$ cat config.mk
export PLATFORM = sky130hd
export DESIGN_NAME = btg_gate_timer
export DESIGN_NICKNAME = d
export VERILOG_FILES = /design/src/common/btg_pkg.sv /design/src/hdl/btg_gate_timer.sv
export SDC_FILE = /design/constraint.sdc
export NUM_CORES = 1
export LEC_CHECK = 0
export BUFFER_PORTS_ARGS = -buffer_cell sky130_fd_sc_hd__buf_2
export CAP_MARGIN = 25
export CORE_AREA = 2 2 242 244
export DETAILED_ROUTE_END_ITERATION = 8
export DIE_AREA = 0 0 244 246
export SYNTH_ARGS = -nofsm -noshare
export SYNTH_HDL_FRONTEND = slang
export SYNTH_SLANG_ARGS = --single-unit
export TNS_END_PERCENT = 10
$ cat constraint.sdc
create_clock -name ref_clk -period 41.3 [get_ports ref_clk]
set_clock_uncertainty 0.15 [all_clocks]
set_input_delay 8.26 -clock ref_clk [delete_from_list [all_inputs] [get_ports ref_clk]]
set_output_delay 8.26 -clock ref_clk [all_outputs]
set_load 0.02 [all_outputs]
$ cat src/common/btg_pkg.sv
// package: constants, types and states of the burst trigger gate timer
package btg_pkg;
    localparam real STEP_NS = 12.5;
    localparam real CLK_NS = 10.0;
    // delay/width counts are in 12.5 ns steps; a fine tick every step
    localparam int DLY_MIN_US_X10000 = 11125;
    localparam int WID_MIN_US_X10000 = 1125;
    localparam int MAX_US = 6550;
    localparam logic [18:0] DLY_MIN_STEPS = 19'h00059;
    localparam logic [18:0] WID_MIN_STEPS = 19'h00009;
    localparam logic [18:0] STEPS_MAX = 19'h7FEE0;
    // step generator: a 12.5 ns step is 1.25 clocks, 4 steps per 5 clocks
    localparam logic [2:0] ACC_ADD = 3'h4;
    localparam logic [2:0] ACC_MOD = 3'h5;
    localparam int RATE_HZ_LIMIT = 250;
    // duty limit 0.3 percent: width * 1000 <= period * 3
    localparam logic [9:0] DUTY_DEN = 10'h3E8;
    localparam logic [1:0] DUTY_NUM = 2'h3;
    localparam logic [31:0] PERIOD_RST = 32'h00989680;
    localparam logic [3:0] IRATE_RST = 4'h0;
    localparam logic [179:0] PH_180 = 180'h0;
    localparam logic [13:0] PHASE_HALF = 14'h2000;

    typedef enum logic [1:0] {
        BTG_SRC_COMPUTER = 2'b00,
        BTG_SRC_INTERNAL = 2'b01,
        BTG_SRC_EXTERNAL = 2'b10,
        BTG_SRC_MANUAL = 2'b11
    } btg_src_e;

    typedef enum logic [2:0] {
        BTG_IDLE = 3'b000,
        BTG_ARM = 3'b001,
        BTG_DELAY = 3'b010,
        BTG_GATE = 3'b011,
        BTG_CLOSE = 3'b100
    } btg_state_e;

    typedef struct packed {
        btg_src_e src;
        logic single_run;
        logic diff_quad;
        logic aux_both;
        logic [3:0] int_rate;
        logic [13:0] ref_phase;
        logic [18:0] gate_delay;
        logic [18:0] gate_width;
        logic [31:0] period_clk;
        logic [31:0] burst_clk;
    } btg_cfg_s;

    typedef struct packed {
        logic valid;
        logic [13:0] phase;
        logic second_half;
        logic aux_sel;
    } btg_read_s;
endpackage : btg_pkg

$ cat src/hdl/btg_gate_timer.sv
// burst trigger selection, gate timing, read sequencing and duty limit
`timescale 1ns/1ns
`default_nettype none
// Summary of operation
// - gate opens programmable delay after trigger
// - gate stays open programmable width
// - sixteen selectable integration rate settings
// - each read captures in-phase and quadrature
// - differential read uses two launches, 180 apart
// - rep period spaces internal launches; computer launches also wait for a request
// - source: computer, internal timer, external or manual
// - manual: with single run set, one request fires one burst; without it requests fire nothing
// - amplifier gate switches at positive crossing
// - trigger out coherent with RF and burst
// - both aux channels need separate triggers
// - duty over limit lowers rep rate
// - internal source uses deterministic hardware timer
module btg_gate_timer (
    input wire logic ref_clk,
    input wire logic rst_b,
    input wire btg_pkg::btg_cfg_s cfg,
    input wire logic cfg_load,
    input wire logic sw_trig,
    input wire logic ext_trig,
    input wire logic rf_sign,
    output logic gate_q,
    output logic amp_gate_q,
    output logic trig_out_q,
    output logic [3:0] int_rate_q,
    output btg_pkg::btg_read_s read_q,
    output logic [31:0] period_eff_q,
    output logic [31:0] ext_period_q,
    output logic busy_q,
    output logic ignored_q
);
    import btg_pkg::*;

    ////////////////////////////////////////////////////////////////////////
    // input synchronisers
    logic [2:0] ext_sy_q;
    logic [2:0] rf_sy_q;
    logic ext_lvl_q;
    logic rf_lvl_q;
    logic rf_prev_q;
    logic sw_prev_q;
    wire ext_agree = ext_sy_q[1] == ext_sy_q[2];
    wire rf_agree = rf_sy_q[1] == rf_sy_q[2];

    always_ff @(posedge ref_clk) begin
        if (!rst_b) begin
            ext_sy_q <= 3'h0;
            rf_sy_q <= 3'h0;
            ext_lvl_q <= 1'b0;
            rf_lvl_q <= 1'b0;
            rf_prev_q <= 1'b0;
            sw_prev_q <= 1'b0;
        end else begin
            ext_sy_q <= {ext_sy_q[1:0], ext_trig};
            rf_sy_q <= {rf_sy_q[1:0], rf_sign};
            if (ext_agree) ext_lvl_q <= ext_sy_q[2];
            if (rf_agree) rf_lvl_q <= rf_sy_q[2];
            rf_prev_q <= rf_lvl_q;
            sw_prev_q <= sw_trig;
        end
    end

    wire ext_rise = ext_agree && ext_sy_q[2] && !ext_lvl_q;
    wire rf_zc = rf_lvl_q && !rf_prev_q;
    wire sw_rise = sw_trig && !sw_prev_q;

    ////////////////////////////////////////////////////////////////////////
    // configuration latch and duty check
    btg_cfg_s cfg_q;
    logic [41:0] wid_scaled;
    logic [33:0] per_scaled;
    logic [31:0] per_fix;
    assign wid_scaled = 42'(cfg.burst_clk) * 42'(DUTY_DEN);
    assign per_scaled = 34'(cfg.period_clk) * 34'(DUTY_NUM);
    // highest rate that meets limit: period = width * 1000 / 3, rounded up
    assign per_fix = 32'((wid_scaled + 42'(DUTY_NUM) - 42'h1) / 42'(DUTY_NUM));
    wire duty_bad = wid_scaled > 42'(per_scaled);

    always_ff @(posedge ref_clk) begin
        if (!rst_b) begin
            cfg_q <= '0;
            period_eff_q <= PERIOD_RST;
            int_rate_q <= IRATE_RST;
        end else if (cfg_load) begin
            cfg_q <= cfg;
            int_rate_q <= cfg.int_rate;
            period_eff_q <= duty_bad ? per_fix : cfg.period_clk;
        end
    end

    ////////////////////////////////////////////////////////////////////////
    // rep-rate timer and external period measure
    logic [31:0] rep_cnt_q;
    logic [31:0] ext_cnt_q;
    logic rep_armed_q;
    wire rep_src = cfg_q.src == BTG_SRC_INTERNAL
                   || cfg_q.src == BTG_SRC_COMPUTER;
    wire rep_due = rep_cnt_q >= period_eff_q - 32'h1;
    wire rep_tick = rep_src && rep_armed_q && rep_due;

    always_ff @(posedge ref_clk) begin
        if (!rst_b) begin
            rep_cnt_q <= 32'h0;
            ext_cnt_q <= 32'h0;
            ext_period_q <= 32'h0;
            rep_armed_q <= 1'b0;
        end else begin
            // a new setting drops any launch armed under the old source
            if (cfg_load) rep_armed_q <= 1'b0;
            else if (cfg_q.src == BTG_SRC_INTERNAL) rep_armed_q <= 1'b1;
            // computer source: software arms each launch by request
            else if (cfg_q.src == BTG_SRC_COMPUTER && sw_rise)
                rep_armed_q <= 1'b1;
            else if (rep_tick) rep_armed_q <= 1'b0;
            rep_cnt_q <= rep_due ? 32'h0 : rep_cnt_q + 32'h1;
            if (ext_rise) begin
                ext_period_q <= ext_cnt_q;
                ext_cnt_q <= 32'h1;
            end else if (ext_cnt_q != 32'hFFFFFFFF) begin
                ext_cnt_q <= ext_cnt_q + 32'h1;
            end
        end
    end

    ////////////////////////////////////////////////////////////////////////
    // trigger selection
    wire man_trig = cfg_q.src == BTG_SRC_MANUAL && cfg_q.single_run
                    && sw_rise;
    wire ext_sel = cfg_q.src == BTG_SRC_EXTERNAL && ext_rise;
    wire trig_req = rep_tick || man_trig || ext_sel;

    ////////////////////////////////////////////////////////////////////////
    // gate timing in 12.5 ns steps
    btg_state_e st_q;
    logic [2:0] acc_q;
    logic [18:0] step_q;
    logic half_q;
    logic aux_q;
    wire [3:0] acc_sum = {1'b0, acc_q} + {1'b0, ACC_ADD};
    // one step per 1.25 clocks: advance on 4 of every 5 clocks
    wire step_inc = acc_sum >= {1'b0, ACC_MOD};
    wire [18:0] step_nx = step_q + {18'h0, step_inc};
    wire [18:0] dly_lim = cfg_q.gate_delay < DLY_MIN_STEPS ? DLY_MIN_STEPS
                        : cfg_q.gate_delay > STEPS_MAX ? STEPS_MAX
                        : cfg_q.gate_delay;
    wire [18:0] wid_lim = cfg_q.gate_width < WID_MIN_STEPS ? WID_MIN_STEPS
                        : cfg_q.gate_width > STEPS_MAX ? STEPS_MAX
                        : cfg_q.gate_width;
    wire dly_done = step_nx >= dly_lim;
    wire wid_done = step_nx >= wid_lim;
    wire running = st_q != BTG_IDLE;
    wire [13:0] phase_now = half_q ? 14'(cfg_q.ref_phase + PHASE_HALF)
                          : cfg_q.ref_phase;

    always_ff @(posedge ref_clk) begin
        if (!rst_b) begin
            st_q <= BTG_IDLE;
            acc_q <= 3'h0;
            step_q <= 19'h0;
            half_q <= 1'b0;
            aux_q <= 1'b0;
            gate_q <= 1'b0;
            amp_gate_q <= 1'b0;
            trig_out_q <= 1'b0;
            read_q <= '0;
            busy_q <= 1'b0;
            ignored_q <= 1'b0;
        end else begin
            read_q.valid <= 1'b0;
            ignored_q <= running && trig_req;
            busy_q <= running;
            acc_q <= acc_sum >= {1'b0, ACC_MOD} ? 3'(acc_sum - {1'b0, ACC_MOD})
                   : acc_sum[2:0];
            case (st_q)
                BTG_IDLE: begin
                    if (trig_req) st_q <= BTG_ARM;
                end
                BTG_ARM: begin
                    // wait for RF crossing so burst and trig out are coherent
                    if (rf_zc) begin
                        amp_gate_q <= 1'b1;
                        trig_out_q <= 1'b1;
                        acc_q <= 3'h0;
                        step_q <= 19'h0;
                        st_q <= BTG_DELAY;
                    end
                end
                BTG_DELAY: begin
                    step_q <= step_nx;
                    trig_out_q <= 1'b0;
                    if (dly_done) begin
                        gate_q <= 1'b1;
                        acc_q <= 3'h0;
                        step_q <= 19'h0;
                        st_q <= BTG_GATE;
                    end
                end
                BTG_GATE: begin
                    step_q <= step_nx;
                    if (wid_done) begin
                        gate_q <= 1'b0;
                        read_q.valid <= 1'b1;
                        read_q.phase <= phase_now;
                        read_q.second_half <= half_q;
                        read_q.aux_sel <= aux_q;
                        half_q <= cfg_q.diff_quad && !half_q;
                        if (!cfg_q.diff_quad || half_q)
                            aux_q <= cfg_q.aux_both && !aux_q;
                        st_q <= BTG_CLOSE;
                    end
                end
                BTG_CLOSE: begin
                    if (rf_zc) begin
                        amp_gate_q <= 1'b0;
                        st_q <= BTG_IDLE;
                    end
                end
                default: st_q <= BTG_IDLE;
            endcase
        end
    end
endmodule : btg_gate_timer
`default_nettype wire

## Word-level counts from Yosys, hierarchy flattened

Index checks and enable logic that the tools add are counted.

| storage, ports and cells | value |
|---|---|
| latch bits | 0 |
| register bits after elaboration | 249 |
| memories | 0 |
| bits in read-only memories | 0 |
| word-level logic and storage cells | 146 |
| bits in writable memories | 0 |
| bits of input ports | 131 |

| cells by class | value |
|---|---|
| divide/modulo/power cells | 1 |
| equal/unequal tests | 15 |
| shifts and indexed selects | 0 |
| reductions and logical operators | 43 |
| muxes and demuxes | 32 |
| add/subtract/negate cells | 9 |
| order comparisons | 9 |
| multipliers | 2 |
| bitwise logic cells | 1 |

Operators with widths:

| operator | count |
|---|---|
| two-way mux 19 bit | 6 |
| adder 32 x 1 -> 32 bit, second input constant | 2 |
| one-hot mux 19 bit (3 select lines) | 1 |
| adder 42 x 2 -> 42 bit, second input constant | 1 |
| divider 42 x 2 -> 42 bit, second input constant | 1 |
| greater-than comparator 42 x 34 -> 1 bit | 1 |
| subtractor 42 x 1 -> 42 bit, second input constant | 1 |
| multiplier 32 x 7 -> 39 bit, second input constant | 1 |
| >= comparator 19 bit | 2 |
| greater-than comparator 19 bit, second input constant | 2 |
| multiplier 32 x 2 -> 34 bit, second input constant | 1 |
| >= comparator 32 bit | 1 |
| two-way mux 32 bit | 1 |
| inequality test 32 bit, second input constant | 1 |
| subtractor 32 x 1 -> 32 bit, second input constant | 1 |
| two-way mux 3 bit | 8 |
| adder 19 x 1 -> 19 bit | 1 |
| less-than comparator 19 x 4 -> 1 bit, second input constant | 1 |
| less-than comparator 19 x 7 -> 1 bit, second input constant | 1 |
| two-way mux 17 bit | 1 |
| one-hot mux 3 bit (5 select lines) | 1 |
| adder 14 bit, second input constant | 1 |
| two-way mux 14 bit | 1 |
| logical AND 1 bit | 13 |
| 24 further kinds | 61 |

## Longest topological paths before layout

Gate-level depths: netlist of run 1.

| logic depth | value |
|---|---|
| depth after elaboration | 8 |
| mapped depth | 69 |

## Least setup slack after synthesis of run 1

Ideal clock, no wire load.

| path | value |
|---|---|
| path kind | input to register |
| start | in cfg[1] (netlist name) |
| end | reg period_eff_q[0] |
| arrival time | 22.942 ns |
| setup time | 0.134 ns |
| slack | 18.074 ns |
| buffers on the path | 8 |
| cell stages on the path | 61 |
| cell sequence | clkbuf_1 > inv_1 > fa_1 > fa_1 > fa_1 > fa_1 > inv_1 > ha_1 > o211ai_1 > a21oi_1 > o41a_4 > a221oi_4 > a2111oi_2 > or4_1 > buf_4 > nor3_4 > o21ai_2 > nand4bb_1 > [25 not listed] > mux2_2 > o311a_1 > nor3_1 > nand2_1 > a31oi_1 > ha_1 > clkbuf_1 > a31oi_1 > a21oi_2 > ha_1 > inv_1 > a211oi_4 > inv_1 > ha_1 > or4b_4 > a32o_1 > o31ai_1 > a21oi_1 |

| between the ends | value |
|---|---|
| cells in the longest elaborated chain, start to end | 5 |

RTL lines:

| what | line | text |
|---|---|---|
| start: declaration | btg_gate_timer.sv:21 | `input wire btg_pkg::btg_cfg_s cfg,` |
| multiplier 32 x 7 -> 39 bit * | btg_gate_timer.sv:77 | `assign wid_scaled = 42'(cfg.burst_clk) * 42'(DUTY_DEN);` |
| adder 42 x 2 -> 42 bit | btg_gate_timer.sv:80 | `assign per_fix = 32'((wid_scaled + 42'(DUTY_NUM) - 42'h1) / 42'(DUTY_NUM));` |
| subtractor 42 x 1 -> 42 bit | btg_gate_timer.sv:80 |  |
| divider 42 x 2 -> 42 bit | btg_gate_timer.sv:80 |  |
| two-way mux 32 bit * | btg_gate_timer.sv:91 | `period_eff_q <= duty_bad ? per_fix : cfg.period_clk;` |
| end signal: assignment | btg_gate_timer.sv:91 |  |
| end: declaration | btg_gate_timer.sv:31 | `output logic [31:0] period_eff_q,` |

Every way passes the cells marked *; elsewhere a longest branch is shown, timed or not.
A chain may end at the register's enable or synchronous reset.

## Worst setup path in the final report of run 1

Ends and elaborated chain as after synthesis.

==> impl_metrics.py, run 1 <==
metrics = {
    "status": {
        "run_status": "complete, no violations",
    },
    "setup_path": {
        "cp.required_ps": 41560,
        "end_kind": "register",
        "path_delay_family": "compound AO/OA/AOI/OAI gates",
        "crit_arrival_ps": 25650,
        "crit_slowest_cell": "a311oi_4",
        "r2r_cells": 26,
        "rrSetupSlack_ps": 35270,
        "r2r_end": "step_q[5]$_SDFFE_PN0P_",
        "cp_slowest_stage_delay_ps": 780,
        "cp-start-kind": "input port",
        "critPathMaxFanout": 19,
        "cp_num_buf_inv": 5,
        "crit_type": "input port to register",
        "r2r-start": "acc_q[1]$_SDFF_PN0_",
    },
    "synthesis": {
        "syn_inst": 3042,
        "synth_area_um2": 24500,
        "synth_seq_cells": 249,
        "syn_nets": 3520,
        "async_reset_ff_share_pct": 0,
        "synth_edf_count": 0,
        "yosysSeqAreaShare_pct": 20.4,
        "syn_avg_cell_area_um2": 8.04,
        "synth_cell_types": 118,
        "yosysWarnings": 0,
        "synthFlopType": "dfxtp_1",
    },
    "hold_path": {
        "min_path_cells": 1,
        "min_from": "ext_sy_q[0]$_SDFF_PN0_",
        "hold_end": "ext_sy_q[1]$_SDFF_PN0_",
        "hp-class": "register to register",
    },
    "die": {
        "core_um2": 57400,
        "die_w_um": 244,
        "io_pins": 221,
        "die_h_um": 246,
        "row_count": 88,
        "fp.dieArea_um2": 60000,
        "start_util_pct": 42.6,
    },
    "grt": {
        "grt_antenna_before_repair": 4,
        "grt-ovfl-total": 0,
        "grt_max_degree": 86,
        "grt_pass1_wl_um": 110000,
        "grt_pass1_vias": 21300,
        "track_usage_pct": 21.9,
    },
    "route": {
        "wl_met1_um": 32500,
        "drc": 0,
        "wl_per_cell_um": 16.7,
        "firstDrtPassIters": 6,
        "route.top_layer_used": "met5",
        "vias_per_cell": 5.58,
        "drtIter0Drc": 1443,
        "antenna_violating_nets_post_route": 0,
        "totalWireLength_um": 66700,
        "wl_met2_um": 30400,
        "dr_wl_met3_um": 2920,
        "dr_total_vias": 22300,
    },
    "clocking": {
        "clkSinkCount": 249,
        "ctsRootBufferMaster": "clkbuf_16",
        "ctsLongestPathBuffers": 3,
        "hold_buffers": 0,
        "cts_post_setup_buffers_inserted": 0,
        "cts_buffers": 27,
        "cts_resized": 0,
        "clkTransAtPathRegs_ps": 60,
        "htree_levels": 1,
        "cts_tree": "yes",
        "insertion_delay_ps": 560,
    },
    "timing": {
        "max-slew-margin-rel_pct": 29.8,
        "worst_pin_slew_ps": 1050,
        "fin_crit_ps": 25380,
        "setup_tns_ps": 0,
        "setup_viol": 0,
        "max_freq_mhz": 39.4,
        "rsz0062_at_grt": "false",
        "finalHoldViolCount": 0,
        "drv_slew": 0,
        "post-route-period-util_pct": 61.5,
    },
    "placement": {
        "gp_congestion": 0.894,
        "port_buffers": 220,
        "place_hpwl_um": 53200,
    },
    "final_layout": {
        "multi_input_area_um2": 18000,
        "finalNetCount": 3682,
        "ff_latch_area_um2": 4980,
        "area_growth_pct": 11.4,
        "num-fill-cells": 5687,
        "drive_gt1_share_pct": 11.8,
    },
    "run": {
        "maxCapViolCount": 0,
    },
}
cells by family (layout without fill, tap and decap cells):
| kind of cell | count (synthesis) | after routing | synth area share, % |
|---|---|---|---|
| xor gates and xnor gates | 181 | 181 | 6.67 |
| and+or+nand+nor | 1063 | 1063 | 20.9 |
| DFF | 249 | 249 | 20.4 |
| muxes | 114 | 114 | 4.71 |
| AOI/OAI and AO/OA | 716 | 716 | 19.9 |
| other | 0 | 3 | 0 |
| adders and majority gates | 350 | 350 | 21.5 |
| buffers and inverters | 369 | 552 | 5.95 |
layer usage:
layer	global-route usage (%)	vias up
met2	35.6	541
met5	0	-
met4	4.25	2
met3	2.03	60
li1	-	11000
met1	31.5	10600
state kept, by name, summed over array words and instances, names as in the netlist, 3 cells and up:
name,cells
int_rate_q,4
cfg_q,57
rep_cnt_q,32
rf_sy_q,3
ext_cnt_q,32
period_eff_q,32
ext_sy_q,3
ext_period_q,32
step_q,19
st_q,3
acc_q,3
read_q,17
cells in the final DEF, fill, tap and decap left out, drive strengths merged, types with 73 or more instances in the layout:
cell	instances
a21oi	225
fa	119
mux2i	106
o21ai	170
inv	248
xor2	92
ha	228
xnor2	88
nand3	73
buf	244
dfxtp	249
nor2	353
nand2	277
cells in the mapped netlist (19+ instances only):
master    count  share of area, %
a211oi_1     24              0.74
a21o_1       53               1.6
a21oi_1     219               4.5
and2_1       25              0.64
and3_1       37              0.95
clkbuf_1     81               1.2
dfxtp_1     249                20
fa_1        119               9.7
ha_1        228                12
inv_1       245               3.8
mux2i_1     106               4.3
nand2_1     275               4.2
nand2b_1     36              0.92
nand3_1      72               1.5
nand3b_1     20              0.61
nand4_1      38              0.97
nor2_1      349               5.4
nor2b_1      32              0.82
nor3_1       60               1.2
nor4_1       26              0.66
o211ai_1     19              0.58
o21a_1       21              0.64
o21ai_0     157               3.2
or3_1        25              0.64
xnor2_1      85               3.0
xor2_1       92               3.3
worst max-delay path by stage:
stage / cells past startpoint / to / start / slack (ps)
after detailed placement: 53 / period_eff_q[0]$_SDFFE_PN0P_ / cfg[1] / 15540
final: 54 / period_eff_q[0]$_SDFFE_PN0P_ / cfg[1] / 15920
after CTS: 53 / period_eff_q[0]$_SDFFE_PN0P_ / cfg[1] / 16070
after global placement: 53 / period_eff_q[0]$_SDFFE_PN0P_ / cfg[1] / 16120
after global routing: 53 / period_eff_q[0]$_SDFFE_PN0P_ / cfg[1] / 14510
after floorplan: 61 / period_eff_q[0]$_SDFFE_PN0P_ / cfg[1] / 18070
cell type report:
type	instances	share of cell area [%]
multi-input cells	2424	66.2
diodes	3	0.0276
clock buffers	31	2.61
clock inverters	19	0.960
repair buffers	244	4.86
well taps	765	3.51
inverters	258	3.56
flip-flops and latches	249	18.3
stage by stage:
| stage | instances | cell area, um2 | setup WS, ps | util (%) | hold slack, ps |
|---|---|---|---|---|---|
| floorplan | 3042 | 24500 | 18070 | - | 262 |
| global placement | 3938 | 26200 | 16120 | 45.7 | 268 |
| detailed placement | 3938 | 26200 | 15540 | 45.7 | 270 |
| CTS | 3988 | 27200 | 16070 | 47.4 | 287 |
| global route | 3993 | 27200 | 14510 | 47.5 | 304 |
| finish | 3993 | 27200 | 15920 | 47.5 | 283 |
worst register-to-register path: cells and delay by family, from the launching register on:
family,cells,cell delay [ps]
simple gates,10,2520
fa+ha+maj,4,920
xor+xnor,1,290
compound gates,9,1560
flops,1,330
buf+inv,2,190
Power of run 1 is left out: the tool's default activity adds up to more than one toggle a clock period on the data nets, which glitch-free logic cannot reach.
==> inputs of run 2 (changes only) <==
- clock period: 41.3 -> 20.7 ns (I/O delays scaled with it)
==> impl_metrics.py, run 2 (same netlist as run 1, synthesis figures left out) <==
metrics = {
    "status": {
        "run_status": "complete, no violations",
    },
    "setup_path": {
        "crit_arrival_ps": 19800,
        "cp.required_ps": 20950,
        "critPathMaxFanout": 16,
        "crit_slowest_cell": "xor2_1",
        "end_kind": "register",
        "crit_type": "input port to register",
        "cp_slowest_stage_delay_ps": 620,
        "cp-start-kind": "input port",
        "path_delay_family": "compound AO/OA/AOI/OAI gates",
        "cp_num_buf_inv": 8,
        "path_common_cell": "a21oi_1",
    },
    "timing": {
        "max-slew-margin-rel_pct": 31.4,
        "fin_crit_ps": 19540,
        "drv_slew": 0,
        "holdWs_ps": 287,
        "post-route-period-util_pct": 94.4,
        "worst_pin_slew_ps": 1030,
        "setup_viol": 0,
        "max_freq_mhz": 51.2,
        "finalHoldViolCount": 0,
        "setup_tns_ps": 0,
    },
    "clocking": {
        "htree_levels": 1,
        "cts_buffers": 27,
        "hold_buffers": 0,
        "ctsRootBufferMaster": "clkbuf_16",
        "cts_tree": "yes",
        "clkSinkCount": 249,
        "ctsLongestPathBuffers": 3,
        "insertion_delay_ps": 540,
        "clkTransAtPathRegs_ps": 60,
    },
    "grt": {
        "track_usage_pct": 21.7,
        "grt_max_degree": 92,
        "grt_antenna_before_repair": 3,
        "grt_pass1_vias": 21600,
        "grt-ovfl-total": 0,
        "grt_pass1_wl_um": 110000,
    },
    "die": {
        "row_count": 88,
        "die_h_um": 246,
        "core_um2": 57400,
        "die_w_um": 244,
        "fp.dieArea_um2": 60000,
        "start_util_pct": 42.6,
        "io_pins": 221,
    },
    "route": {
        "drc": 0,
        "drtIter0Drc": 1442,
        "vias_per_cell": 5.51,
        "wl_per_cell_um": 16.4,
        "antenna_violating_nets_post_route": 0,
        "totalWireLength_um": 65900,
        "firstDrtPassIters": 6,
        "dr_total_vias": 22100,
    },
    "placement": {
        "gp_congestion": 0.945,
        "place_hpwl_um": 52800,
        "port_buffers": 220,
    },
    "final_layout": {
        "largest_reg_flops": 57,
        "multi_input_area_um2": 18100,
        "drive_gt1_share_pct": 12.4,
        "final_cell_mix": "348 x nor2_1, 275 x nand2_1, 249 x dfxtp_1",
        "final_common_cell": "nor2_1",
        "finalNetCount": 3702,
        "top_register": "cfg_q",
        "ff_latch_area_um2": 4980,
        "num-fill-cells": 5708,
        "area_growth_pct": 11.8,
    },
    "hold_path": {
        "hp-class": "register to register",
    },
    "run": {
        "maxCapViolCount": 0,
    },
}
[run 2: changes by cell type in the layout (fill, tap and decap cells not counted), sizes merged]
cell and delta:
buf +20, clkinv -5, clkinvlp +2, bufinv -3
clkbuf +5, diode -1, inv +1
[run 2: metal layers]
layer / global-route usage (%) / share of wire (%) / vias to the layer above
met5: 0 / 0.020 / -
met4: 3.93 / 1.6 / 2
met3: 1.98 / 4.0 / 70
met2: 35.6 / 45 / 497
met1: 31.2 / 49 / 10500
li1: - / - / 11100
[run 2: cell type report]
type	count	area share [%]
Tap cell	765	3.50
Timing Repair Buffer	264	5.31
Clock inverter	14	0.617
Multi-Input combinational cell	2424	66.0
Antenna cell	2	0.0183
Inverter	258	3.55
Clock buffer	36	2.81
Sequential cell	249	18.2
[run 2: path summary, 6_finish.rpt]
kind	from	slack (ps)	endpoint	cells after the start
hold / removal	ext_sy_q[0]$_SDFF_PN0_	290	ext_sy_q[1]$_SDFF_PN0_	1
setup reg to reg	acc_q[1]$_SDFF_PN0_	14750	acc_q[0]$_SDFF_PN0_	28
setup / recovery	cfg[1]	1160	period_eff_q[0]$_SDFFE_PN0P_	58
hold reg to reg	ext_sy_q[0]$_SDFF_PN0_	290	ext_sy_q[1]$_SDFF_PN0_	1
[run 2: timing repair]
action                     in CTS  in global routing
setup buffers                   0                  0
resized for setup               0                  4
setup endpoints to repair       0                  2
[run 2: stage by stage]
step	instances	utilization, %	instance area [um2]	worst slack (ps)
floorplan	3042	-	24500	1590
global placement	3956	45.9	26300	713
detailed placement	3956	45.9	26300	430
CTS	4006	47.6	27300	947
global route	4011	47.7	27400	-20.6
finish	4012	47.7	27400	1160
Power of run 2 is left out for the same reason.
==> inputs of run 3 (changes only) <==
- ABC_AREA: default -> 1
- CORE_AREA: 2 2 242 244 -> 2 2 215 217
- DIE_AREA: 0 0 244 246 -> 0 0 217 219
- PLACE_DENSITY: default -> 0.71
==> impl_metrics.py, run 3 <==
metrics = {
    "synthesis": {
        "yosysSeqAreaShare_pct": 22.4,
        "yosysTopAreaCellShare_pct": 22.4,
        "yosys.area.top_type": "dfxtp_1",
        "yosysWarnings": 0,
        "yosysMostFrequentCell": "inv_1",
        "synth_cell_types": 62,
        "synthFlopType": "dfxtp_1",
        "ys_top_cells_by_count": "565 x inv_1, 526 x nand2_1, 250 x nor2_1, 249 x dfxtp_1, 228 x ha_1",
        "syn_nets": 3578,
        "netlist_top_cells_area": "dfxtp_1 22%, ha_1 13%, fa_1 11%",
        "syn_avg_cell_area_um2": 7.18,
        "synth_area_um2": 22300,
        "syn_inst": 3100,
        "async_reset_ff_share_pct": 0,
        "synth_edf_count": 0,
        "synth_seq_cells": 249,
    },
    "timing": {
        "rsz0062_at_grt": "false",
        "setup_viol": 0,
        "max_freq_mhz": 54.3,
        "post-route-period-util_pct": 89.0,
        "drv_slew": 0,
        "max-slew-margin-rel_pct": 43.9,
        "setup_tns_ps": 0,
        "finalHoldViolCount": 0,
        "holdWs_ps": 268,
        "worst_pin_slew_ps": 840,
        "fin_crit_ps": 18430,
    },
    "final_layout": {
        "area_growth_pct": 11.7,
        "top_register": "cfg_q",
        "final_common_cell": "inv_1",
        "largest_reg_flops": 57,
        "final_cell_mix": "565 x inv_1, 526 x nand2_1, 249 x dfxtp_1",
        "finalNetCount": 3779,
        "final_area_um2": 24900,
        "fin_cells": 3929,
        "drive_gt1_share_pct": 10.8,
    },
    "die": {
        "row_count": 78,
        "core_um2": 45100,
        "io_pins": 221,
        "die_w_um": 217,
        "start_util_pct": 49.4,
        "die_h_um": 219,
        "fp.dieArea_um2": 47500,
    },
    "placement": {
        "placed_area_um2": 24000,
        "dp.cells": 3873,
        "port_buffers": 220,
        "gp_congestion": 0.930,
        "place_hpwl_um": 45300,
    },
    "clocking": {
        "htree_levels": 1,
        "cts_post_setup_buffers_inserted": 0,
        "hold_buffers": 0,
        "cts_tree": "yes",
        "cts_buffers": 26,
        "ctsLongestPathBuffers": 3,
        "cts_resized": 0,
        "insertion_delay_ps": 550,
        "clkTransAtPathRegs_ps": 60,
        "clkSinkCount": 249,
        "ctsRootBufferMaster": "clkbuf_16",
    },
    "setup_path": {
        "critPathMaxFanout": 10,
        "rrSetupSlack_ps": 15430,
        "r2r-start": "acc_q[1]$_SDFF_PN0_",
        "path_delay_family": "simple AND/OR/NAND/NOR gates",
        "cp-start-kind": "input port",
        "r2r_end": "step_q[4]$_SDFFE_PN0P_",
        "crit_slowest_cell": "fa_1",
        "r2r_cells": 30,
        "crit_arrival_ps": 18720,
        "end_kind": "register",
        "cp.required_ps": 20990,
        "cp_slowest_stage_delay_ps": 590,
        "crit_type": "input port to register",
        "cp_num_buf_inv": 15,
        "path_common_cell": "nand2_1",
    },
    "grt": {
        "grt-ovfl-total": 0,
        "track_usage_pct": 23.3,
        "grt_max_degree": 77,
        "grt_antenna_before_repair": 12,
        "grt_util_met2_pct": 37.9,
        "grt_pass1_vias": 18900,
        "grtUsageMet1_pct": 32.6,
        "grt_pass1_wl_um": 91800,
        "grt_busiest_layer": "met2",
        "use_met3_pct": 2.79,
    },
    "hold_path": {
        "min_path_cells": 2,
        "min_from": "ext_sy_q[0]$_SDFF_PN0_",
        "hp-class": "register to register",
        "hold_end": "ext_sy_q[1]$_SDFF_PN0_",
    },
    "run": {
        "maxCapViolCount": 0,
    },
    "route": {
        "totalWireLength_um": 55800,
        "wl_per_cell_um": 14.2,
        "antenna_violating_nets_post_route": 0,
        "vias_per_cell": 5.16,
        "drc": 0,
        "dr_total_vias": 20300,
        "firstDrtPassIters": 6,
        "drtIter0Drc": 1302,
    },
    "status": {
        "run_status": "complete, no violations",
    },
}
==> run 3: changes by cell type in the layout (fill, tap and decap cells not counted), moves of 55 or more <==
cell	change
nor2_1	-100
nand2_1	+251
mux2i_1	-106
inv_1	+320
xnor2_1	-55
nand3_1	+114
==> run 3: layout make-up <==
type | count | area, um2
diodes | 9 | 22.5
clock buffers | 38 | 746
clock inverters | 9 | 93.8
fillers | 4442 | 20200
inverters | 575 | 2160
multi-input cells | 2218 | 14900
flip-flops and latches | 249 | 4980
well taps | 600 | 751
repair buffers | 231 | 1190
==> run 3: worst max path at each step <==
stage	slack [ps]	to	cells after the start	startpoint
2_1_floorplan	3580	period_eff_q[0]$_SDFFE_PN0P_	125	cfg[22]
3_3_place_gp	2350	period_eff_q[0]$_SDFFE_PN0P_	124	cfg[22]
3_5_place_dp	1910	period_eff_q[0]$_SDFFE_PN0P_	118	cfg[5]
4_1_cts	2440	period_eff_q[0]$_SDFFE_PN0P_	118	cfg[5]
5_1_grt	280	period_eff_q[0]$_SDFFE_PN0P_	126	cfg[1]
6_report	2270	period_eff_q[0]$_SDFFE_PN0P_	124	cfg[1]
==> run 3: tightest hold or removal path: cells and delay by family (launching register included) <==
kind	cells	cell delay (ps)
buffers and inverters	1	40
flip-flops	1	310
AND/OR/NAND/NOR	1	50
==> run 3: per-stage QoR <==
step / utilization [%] / setup WS, ps
6_report: 55.1 / 2270
2_1_floorplan: - / 3580
3_3_place_gp: 53.2 / 2350
3_5_place_dp: 53.2 / 1910
5_1_grt: 55.1 / 285
4_1_cts: 55.1 / 2440
==> run 3: cell families (layout without fill, tap and decap cells) <==
kind of cell / after synthesis / after routing / share of synthesized area [%]
AO/OA/AOI/OAI: 555 / 555 / 14.3
XOR/XNOR: 129 / 129 / 5.08
adder cells (fa/ha/maj): 347 / 347 / 23.5
buffers and inverters: 633 / 853 / 10.7
flip-flops: 249 / 249 / 22.4
other: 0 / 9 / 0
AND/OR/NAND/NOR: 1187 / 1187 / 24.0
==> run 3: layer usage <==
metal	wire length, um	vias up
met3	2770	97
met2	24500	424
li1	-	10500
met1	27100	9213
met4	1480	4
met5	23	-
Power of run 3 is left out for the same reason.
